## config.mk

```make
export PLATFORM = sky130hd
export DESIGN_NAME = ppom_top
export DESIGN_NICKNAME = d
export VERILOG_FILES = /design/src/logic/ppom_pin_sync.v /design/src/logic/ppom_top.v
export VERILOG_INCLUDE_DIRS = /design/src /design/src/logic
export SDC_FILE = /design/constraint.sdc
export NUM_CORES = 1
export LEC_CHECK = 0
export BUFFER_PORTS_ARGS = -buffer_cell sky130_fd_sc_hd__buf_2
export CAP_MARGIN = 20
export CORE_ASPECT_RATIO = 1.4
export CORE_MARGIN = 2
export CORE_UTILIZATION = 40
export CTS_CLUSTER_DIAMETER = 60
export DETAILED_ROUTE_END_ITERATION = 7
export PLACE_DENSITY = 0.67
export SETUP_SLACK_MARGIN = 0.02
export SYNTH_ARGS = -nofsm -noshare
export SYNTH_HDL_FRONTEND = slang
export SYNTH_SLANG_ARGS = --single-unit
```

## constraint.sdc

```tcl
create_clock -name clk -period 2.4 [get_ports clk]
set_clock_uncertainty 0.2 [all_clocks]
set_input_delay 0.36 -clock clk [delete_from_list [all_inputs] [get_ports clk]]
set_output_delay 0.36 -clock clk [all_outputs]
set_load 0.02 [all_outputs]
```

## src/logic/ppom_defs.vh

```
// constants for the port pin override mux
// How it works
// - set analog bit makes Port 0 pin analog, except the pin carrying clock output
// - analog bit beats Port 0 function select
// - debug mode owns P2.1 data, P2.2 clock
// - no pull on debug pins in debug
// - crystal takes P2.3, P2.4 when select low
// - crystal pins analog while select stays low
// - six observation controls drive radio signals P1[0:5]
// - clock output enable drives slow clock pin
// - clock output overrides chosen Port 0 pin
// - clock output driven in every power mode
// - regulator status enable drives chosen Port 1
// - regulator pin one powered, zero when off
// - latches bit-addressable; XDATA mirrors read-only
// - Port 0 and 1 latches reset ones
// - Port 2 five bits, upper read zero
// - function select zero GPIO, one peripheral
// - direction zero input, one output
`ifndef PPOM_DEFS_VH
`define PPOM_DEFS_VH

// -----------------------------------------------------------------
// register addresses
// -----------------------------------------------------------------
`define PPOM_SFR_PORT_ZERO    8'h80
`define PPOM_SFR_PORT_ONE     8'h90
`define PPOM_SFR_PORT_TWO     8'hA0
`define PPOM_XD_PORT_ZERO     16'h7080
`define PPOM_XD_PORT_ONE      16'h7090
`define PPOM_XD_PORT_TWO      16'h70A0

// -----------------------------------------------------------------
// reset values and widths
// -----------------------------------------------------------------
`define PPOM_RST_PORT_ZERO    8'hFF
`define PPOM_RST_PORT_ONE     8'hFF
`define PPOM_RST_PORT_TWO     5'h1F
`define PPOM_P2_WIDTH         5
`define PPOM_P2_PAD           3'h0
`define PPOM_ZERO_BYTE        8'h00
`define PPOM_ZERO_FIVE        5'h00
`define PPOM_PULL_ALLOWED     5'h1F

// -----------------------------------------------------------------
// pin positions and encodings
// -----------------------------------------------------------------
`define PPOM_DEBUG_DATA_BIT   1
`define PPOM_DEBUG_CLOCK_BIT  2
`define PPOM_XTAL_BIT_A       3
`define PPOM_XTAL_BIT_B       4
`define PPOM_OBS_PINS         6
`define PPOM_OBS_SIG_0        2'h0
`define PPOM_OBS_SIG_1        2'h1
`define PPOM_OBS_SIG_2        2'h2

`endif

```

## src/logic/ppom_pin_sync.v

```verilog
// three-stage synchroniser for asynchronous pin levels
`timescale 1ns/1ns
module ppom_pin_sync #(
  parameter WIDTH = 8
) (
  input  wire             clk,
  input  wire             reset_n,
  input  wire [WIDTH-1:0] pin_raw,
  output wire [WIDTH-1:0] pin_level
);

  genvar i;

  // -----------------------------------------------------------------
  // per-bit chain; level changes once stages two and three agree
  // -----------------------------------------------------------------
  generate
    for (i = 0; i < WIDTH; i = i + 1) begin : g_bit
      reg stage_one;
      reg stage_two;
      reg stage_three;
      reg level;
      always @(posedge clk) begin
        if (!reset_n) begin
          stage_one   <= 1'b0;
          stage_two   <= 1'b0;
          stage_three <= 1'b0;
          level       <= 1'b0;
        end else begin
          stage_one   <= pin_raw[i];
          stage_two   <= stage_one;
          stage_three <= stage_two;
          if (stage_two == stage_three) begin
            level <= stage_three;
          end
        end
      end
      assign pin_level[i] = level;
    end
  endgenerate

endmodule // ppom_pin_sync

```

## src/logic/ppom_top.v

```verilog
// port pin override mux with port latch registers
`timescale 1ns/1ns
`include "ppom_defs.vh"
module ppom_top (
  input  wire        clk,
  input  wire        reset_n,
  // sfr access
  input  wire [7:0]  sfr_addr,
  input  wire [7:0]  sfr_wdata,
  input  wire        sfr_we,
  input  wire        sfr_re,
  output reg  [7:0]  sfr_rdata,
  input  wire [7:0]  sfr_bit_addr,
  input  wire        sfr_bit_wdata,
  input  wire        sfr_bit_we,
  // xdata mirror access
  input  wire [15:0] xdata_addr,
  input  wire        xdata_re,
  output reg  [7:0]  xdata_rdata,
  // configuration levels
  input  wire [7:0]  analog_input_config,
  input  wire [7:0]  port_zero_function_select,
  input  wire [7:0]  port_one_function_select,
  input  wire [4:0]  port_two_function_select,
  input  wire [7:0]  port_zero_direction,
  input  wire [7:0]  port_one_direction,
  input  wire [4:0]  port_two_direction,
  input  wire        slow_crystal_select,
  input  wire [5:0]  observation_enable,
  input  wire [11:0] observation_select,
  input  wire        clock_output_enable,
  input  wire [2:0]  clock_output_pin_select,
  input  wire        regulator_status_output_enable,
  input  wire [2:0]  regulator_status_pin_select,
  // internal sources
  input  wire        debug_mode,
  input  wire        debug_data_out,
  input  wire        debug_data_oe,
  input  wire        debug_clock_out,
  input  wire        debug_clock_oe,
  input  wire [2:0]  radio_observe_signal,
  input  wire        slow_clock,
  input  wire        regulator_powered,
  input  wire [7:0]  periph_zero_out,
  input  wire [7:0]  periph_zero_oe,
  input  wire [7:0]  periph_one_out,
  input  wire [7:0]  periph_one_oe,
  input  wire [4:0]  periph_two_out,
  input  wire [4:0]  periph_two_oe,
  // pin levels seen by logic
  output wire [7:0]  port_zero_level,
  output wire [7:0]  port_one_level,
  output wire [4:0]  port_two_level,
  // pads
  input  wire [7:0]  port_zero_in,
  output reg  [7:0]  port_zero_out,
  output reg  [7:0]  port_zero_oe,
  output reg  [7:0]  port_zero_analog,
  input  wire [7:0]  port_one_in,
  output reg  [7:0]  port_one_out,
  output reg  [7:0]  port_one_oe,
  input  wire [4:0]  port_two_in,
  output reg  [4:0]  port_two_out,
  output reg  [4:0]  port_two_oe,
  output reg  [4:0]  port_two_analog,
  output reg  [4:0]  port_two_pull_enable
);

  reg  [7:0] port_zero_latch;
  reg  [7:0] port_one_latch;
  reg  [4:0] port_two_latch;
  reg  [7:0] next_sfr_rdata;
  reg  [7:0] next_xdata_rdata;
  wire [7:0] next_zero_out;
  wire [7:0] next_zero_oe;
  wire [7:0] next_zero_analog;
  wire [7:0] next_one_out;
  wire [7:0] next_one_oe;
  wire [4:0] next_two_out;
  wire [4:0] next_two_oe;
  wire [4:0] next_two_analog;
  wire [4:0] next_two_pull;
  wire [7:0] zero_read;
  wire [7:0] one_read;
  wire [4:0] two_read;
  wire [2:0] bit_sel;
  wire [7:0] bit_base;

  genvar i;

  // -----------------------------------------------------------------
  // pin input synchronisers
  // -----------------------------------------------------------------
  ppom_pin_sync #(.WIDTH(21)) u_sync (
    .clk       (clk),
    .reset_n   (reset_n),
    .pin_raw   ({port_two_in, port_one_in, port_zero_in}),
    .pin_level ({port_two_level, port_one_level, port_zero_level})
  );

  // -----------------------------------------------------------------
  // port latch registers, byte and bit writes
  // -----------------------------------------------------------------
  assign bit_sel  = sfr_bit_addr[2:0];
  assign bit_base = {sfr_bit_addr[7:3], 3'h0};

  // byte and bit writes; bits above four of port two are not held
  always @(posedge clk) begin
    if (!reset_n) begin
      port_zero_latch <= `PPOM_RST_PORT_ZERO;
      port_one_latch  <= `PPOM_RST_PORT_ONE;
      port_two_latch  <= `PPOM_RST_PORT_TWO;
    end else begin
      if (sfr_we) begin
        case (sfr_addr)
          `PPOM_SFR_PORT_ZERO: port_zero_latch <= sfr_wdata;
          `PPOM_SFR_PORT_ONE:  port_one_latch  <= sfr_wdata;
          `PPOM_SFR_PORT_TWO:
            port_two_latch <= sfr_wdata[`PPOM_P2_WIDTH-1:0];
          default: ;
        endcase
      end
      if (sfr_bit_we) begin
        case (bit_base)
          `PPOM_SFR_PORT_ZERO: port_zero_latch[bit_sel] <= sfr_bit_wdata;
          `PPOM_SFR_PORT_ONE:  port_one_latch[bit_sel]  <= sfr_bit_wdata;
          `PPOM_SFR_PORT_TWO: begin
            if (bit_sel < `PPOM_P2_WIDTH) begin
              port_two_latch[bit_sel] <= sfr_bit_wdata;
            end
          end
          default: ;
        endcase
      end
    end
  end

  // -----------------------------------------------------------------
  // read values: pin level for inputs, latch for outputs
  // -----------------------------------------------------------------
  assign zero_read = (port_zero_direction & port_zero_latch) |
                     (~port_zero_direction & port_zero_level);
  assign one_read  = (port_one_direction & port_one_latch) |
                     (~port_one_direction & port_one_level);
  assign two_read  = (port_two_direction & port_two_latch) |
                     (~port_two_direction & port_two_level);

  // sfr read decode; unmapped addresses return zero
  always @* begin
    next_sfr_rdata = `PPOM_ZERO_BYTE;
    case (sfr_addr)
      `PPOM_SFR_PORT_ZERO: next_sfr_rdata = zero_read;
      `PPOM_SFR_PORT_ONE:  next_sfr_rdata = one_read;
      `PPOM_SFR_PORT_TWO:  next_sfr_rdata = {`PPOM_P2_PAD, two_read};
      default:             next_sfr_rdata = `PPOM_ZERO_BYTE;
    endcase
  end

  // xdata mirror decode; read only, writes have no port at all
  always @* begin
    next_xdata_rdata = `PPOM_ZERO_BYTE;
    case (xdata_addr)
      `PPOM_XD_PORT_ZERO: next_xdata_rdata = port_zero_latch;
      `PPOM_XD_PORT_ONE:  next_xdata_rdata = port_one_latch;
      `PPOM_XD_PORT_TWO:  next_xdata_rdata = {`PPOM_P2_PAD, port_two_latch};
      default:            next_xdata_rdata = `PPOM_ZERO_BYTE;
    endcase
  end

  // read data registers, hold between reads
  always @(posedge clk) begin
    if (!reset_n) begin
      sfr_rdata   <= `PPOM_ZERO_BYTE;
      xdata_rdata <= `PPOM_ZERO_BYTE;
    end else begin
      if (sfr_re) begin
        sfr_rdata <= next_sfr_rdata;
      end
      if (xdata_re) begin
        xdata_rdata <= next_xdata_rdata;
      end
    end
  end

  // -----------------------------------------------------------------
  // port zero: clock output, analog, peripheral, gpio
  // -----------------------------------------------------------------
  generate
    for (i = 0; i < 8; i = i + 1) begin : g_zero
      wire clk_pin = clock_output_enable &&
                     (clock_output_pin_select == i);
      // slow clock passes in every power mode; it stops only at source
      assign next_zero_out[i] =
        clk_pin ? slow_clock :
        analog_input_config[i] ? 1'b0 :
        port_zero_function_select[i] ? periph_zero_out[i] :
        port_zero_latch[i];
      assign next_zero_oe[i] =
        clk_pin ? 1'b1 :
        analog_input_config[i] ? 1'b0 :
        port_zero_function_select[i] ? periph_zero_oe[i] :
        port_zero_direction[i];
      assign next_zero_analog[i] = !clk_pin &&
                                   analog_input_config[i];
    end
  endgenerate

  // -----------------------------------------------------------------
  // port one: regulator status, observation, peripheral, gpio
  // -----------------------------------------------------------------
  generate
    for (i = 0; i < 8; i = i + 1) begin : g_one
      wire       reg_pin = regulator_status_output_enable &&
                           (regulator_status_pin_select == i);
      wire       obs_on;
      wire       obs_val;
      if (i < `PPOM_OBS_PINS) begin : g_obs
        wire [1:0] sel = observation_select[2*i+1:2*i];
        assign obs_on  = observation_enable[i];
        assign obs_val = (sel == `PPOM_OBS_SIG_0) ? radio_observe_signal[0] :
                         (sel == `PPOM_OBS_SIG_1) ? radio_observe_signal[1] :
                         (sel == `PPOM_OBS_SIG_2) ? radio_observe_signal[2] :
                         1'b0;
      end else begin : g_no_obs
        assign obs_on  = 1'b0;
        assign obs_val = 1'b0;
      end
      assign next_one_out[i] =
        reg_pin ? regulator_powered :
        obs_on  ? obs_val :
        port_one_function_select[i] ? periph_one_out[i] :
        port_one_latch[i];
      assign next_one_oe[i] =
        (reg_pin || obs_on) ? 1'b1 :
        port_one_function_select[i] ? periph_one_oe[i] :
        port_one_direction[i];
    end
  endgenerate

  // -----------------------------------------------------------------
  // port two: crystal, debug, peripheral, gpio
  // -----------------------------------------------------------------
  generate
    for (i = 0; i < `PPOM_P2_WIDTH; i = i + 1) begin : g_two
      wire xtal = !slow_crystal_select &&
                  ((i == `PPOM_XTAL_BIT_A) ||
                   (i == `PPOM_XTAL_BIT_B));
      wire dbg_d = debug_mode && (i == `PPOM_DEBUG_DATA_BIT);
      wire dbg_c = debug_mode && (i == `PPOM_DEBUG_CLOCK_BIT);
      assign next_two_out[i] =
        xtal  ? 1'b0 :
        dbg_d ? debug_data_out :
        dbg_c ? debug_clock_out :
        port_two_function_select[i] ? periph_two_out[i] :
        port_two_latch[i];
      assign next_two_oe[i] =
        xtal  ? 1'b0 :
        dbg_d ? debug_data_oe :
        dbg_c ? debug_clock_oe :
        port_two_function_select[i] ? periph_two_oe[i] :
        port_two_direction[i];
      assign next_two_analog[i] = xtal;
      assign next_two_pull[i]   = !(xtal || dbg_d || dbg_c);
    end
  endgenerate

  // -----------------------------------------------------------------
  // pad drive registers; all pins released during reset
  // -----------------------------------------------------------------
  always @(posedge clk) begin
    if (!reset_n) begin
      port_zero_out        <= `PPOM_ZERO_BYTE;
      port_zero_oe         <= `PPOM_ZERO_BYTE;
      port_zero_analog     <= `PPOM_ZERO_BYTE;
      port_one_out         <= `PPOM_ZERO_BYTE;
      port_one_oe          <= `PPOM_ZERO_BYTE;
      port_two_out         <= `PPOM_ZERO_FIVE;
      port_two_oe          <= `PPOM_ZERO_FIVE;
      port_two_analog      <= `PPOM_ZERO_FIVE;
      port_two_pull_enable <= `PPOM_PULL_ALLOWED;
    end else begin
      port_zero_out        <= next_zero_out;
      port_zero_oe         <= next_zero_oe;
      port_zero_analog     <= next_zero_analog;
      port_one_out         <= next_one_out;
      port_one_oe          <= next_one_oe;
      port_two_out         <= next_two_out;
      port_two_oe          <= next_two_oe;
      port_two_analog      <= next_two_analog;
      port_two_pull_enable <= next_two_pull;
    end
  end

endmodule // ppom_top

```

==> out/qor.csv <==
metric;value;unit
postSynthAreaPerCell;9.96;µm²
power_frac_comb;0.115;
crit_chain;buf_2;
area_growth;34.8;%
p_leak;4.64;nW
finalHoldViolations;0;
grt_setup_unrepaired;no;
place.detailed.hpwl;17.5;mm
p_sw;1.64;mW
syn_inst;737;
cpLargestDelayFamily;flip-flops;
start_util;0.408;
tns;0;ns
endpoint_kind;primary output;
grt_max_degree;49;
ys_warn_count;0;
io_pins;294;
p_clk_frac;0.435;
slew_violations;0;
die_h;164;µm
first_iter_violations;277;
setup_violations;0;
track_usage;0.227;
cts_setup_buffers;0;
crit_slowest_cell;dfxtp_1;
critPathRequiredTime;1.84;ns
final_util;0.550;
nets;1237;
rows;58;
sequentialPowerShare;0.450;
clk_path_buf_depth;2;
grt_pass1_vias;6270;
routedWlPerCell;17.4;µm
grt.overflow.total;0;
numCtsBuffers;17;
htree_levels;4;
slowest_delay;0.46;ns
design.core.area;18000;µm²
synth_area_leaders;dfxtp_1 47%, mux2i_1 12%, and2_1 6.1%;
gp_congestion;0.875;
ant_nets;0;
synth-main-ff-cell;dfxtp_1;
status;completed;
irDropWorstVdd;350;µV
grt_antenna_before_repair;1;
synth_top_area_frac;0.475;
fmax;0.598;GHz
relSlewSlack;0.619;
synth_async_sr_flop_share;0;
worstMarginPinSlew;0.570;ns
critPathMaxFanout;4;
p_sw_frac;0.244;
dieArea;19500;µm²
drt_pre_antenna_iters;5;
synth-edff-count;0;
wl;22.5;mm
die_w;118;µm
startpoint_type;flip-flop;
clkLatencyLatePin;0.43;ns
crit_buf_inv;1;
place_area;8840;µm²
viasPerCell;4.95;
finalCritPeriodShare;0.697;
cts_resized;0;
worstSetupPathType;reg2out;
hp-class;in2reg;
netlist_area;7340;µm²
drc_errors;0;
cts-root-buf;clkbuf_16;
cts_sinks;174;
grt_pass1_wl;33.8;mm
yosysTopAreaCell;dfxtp_1;
period_needed;1.67;ns
tritoncts;yes;
port_buffers;289;
drive_gt1_frac;0.339;
vias;6403;
path_clk_slew;0.07;ns
cp.arrival;1.11;ns
maxCapViolCount;0;
finalPower;6.71;mW
power_density;678;nW/µm²
internal-power;5.07;mW
yosysSeqAreaShare;0.475;
ys_ff_latch;174;
fin_area;9900;µm²
synth_cell_types;52;
diodes;0;
## power by group through the flow
stage | registers (mW) | clock network, mW | logic, mW
after floorplan | 3.16 | 0 | 0.297
after global placement | 3.09 | 0 | 0.706
after detailed placement | 3.09 | 0 | 0.714
after CTS | 3.02 | 2.99 | 0.770
after global routing | 3.03 | 3.12 | 0.835
final | 3.02 | 2.92 | 0.770
## routing by layer
layer	wire length, µm	GRT usage
met1	8830	0.248
met5	0	0
met4	592	0.0947
met2	11600	0.417
met3	1430	0.0580
## cell type report
| type | count | area (µm²) |
|---|---|---|
| fill | 1676 | 8100 |
| multi-input combinational | 501 | 3510 |
| sequential | 174 | 3480 |
| timing repair buffer | 340 | 1950 |
| clock buffer | 19 | 453 |
| tap | 240 | 300 |
| clock inverter | 13 | 176 |
| inverter | 6 | 22.5 |
## timing repair
| item | in CTS | in global routing |
|---|---|---|
| hold endpoints to repair | 44 | 0 |
| endpoints found under the setup margin | 0 | 0 |
| hold buffers | 43 | 0 |
## stage by stage
| stage | instances | hold slack [ns] | worst slack [ns] |
|---|---|---|---|
| finish | 1293 | 0.0224 | 0.727 |
| floorplan | 739 | 0.212 | 0.515 |
| detailed placement | 1218 | 0.217 | 0.323 |
| CTS | 1293 | 0.0000407 | 0.720 |
| global route | 1293 | 0.00285 | 0.682 |
| global placement | 1218 | 0.214 | 0.367 |
## Yosys cell counts, types with 3 or more instances
cell type	instances
o221ai_1	19
o21a_1	13
mux2i_1	86
clkbuf_1	24
nor4b_1	3
nand3_1	7
buf_2	3
and4bb_2	3
nand4b_1	3
o22ai_1	5
dfxtp_1	174
o21ai_0	42
a21boi_0	25
buf_4	28
a211oi_1	8
a22o_1	13
inv_1	6
nand3b_1	4
nor2_1	36
nor2b_1	27
o2111ai_1	6
nand2_1	60
and3_1	4
and2_1	71
a21oi_1	5
mux2_2	14
nand4_1	3
nor3_1	8
## sequential cells by signal, summed over array words and instances (netlist names)
signal,count
port_zero_latch,8
u_sync.g_bit.level,21
port_two_oe,5
port_two_latch,5
u_sync.g_bit.stage_one,21
sfr_rdata,8
port_zero_oe,8
port_two_analog,1
port_two_pull_enable,2
xdata_rdata,8
u_sync.g_bit.stage_three,21
port_zero_analog,8
port_one_out,8
u_sync.g_bit.stage_two,21
port_zero_out,8
port_one_latch,8
port_one_oe,8
port_two_out,5
## placed cells by master (no fill, tap or decap), drive strengths merged, types with 8 or more instances in the layout
| cell | count |
|---|---|
| a211oi | 9 |
| a21boi | 25 |
| a22o | 13 |
| and2 | 71 |
| buf | 297 |
| clkbuf | 19 |
| dfxtp | 174 |
| dlygate4sd3 | 43 |
| inv | 11 |
| mux2 | 16 |
| mux2i | 86 |
| nand2 | 60 |
| nand3 | 9 |
| nor2 | 36 |
| nor2b | 27 |
| nor3 | 8 |
| o21a | 13 |
| o21ai | 42 |
| o221ai | 19 |
## worst paths after layout
check | from | end | slack, ns | cells past startpoint
worst max-delay path | u_sync.g_bit[3].level$_SDFFE_PN0N_ | port_zero_level[3] | 0.73 | 1
worst min-delay path | regulator_powered | port_one_out[6]$_SDFF_PN0_ | 0.02 | 2
worst max register to register | port_two_latch[3]$_SDFF_PN1_ | sfr_rdata[3]$_SDFFE_PN0P_ | 0.96 | 4
worst min register to register | u_sync.g_bit[2].stage_one$_SDFF_PN0_ | u_sync.g_bit[2].stage_two$_SDFF_PN0_ | 0.23 | 1
## kinds of logic (layout without fill, tap and decap cells)
kind of cell           Yosys count  count (layout)  synth area share
AO/OA/AOI/OAI                  147             147             0.144
buffers and inverters           64             378            0.0486
flip-flops                     174             174             0.475
multiplexers                   102             102             0.143
other                            2               4           0.00102
AND/OR/NAND/NOR                248             248             0.189
(Power assumes the default switching activity.)
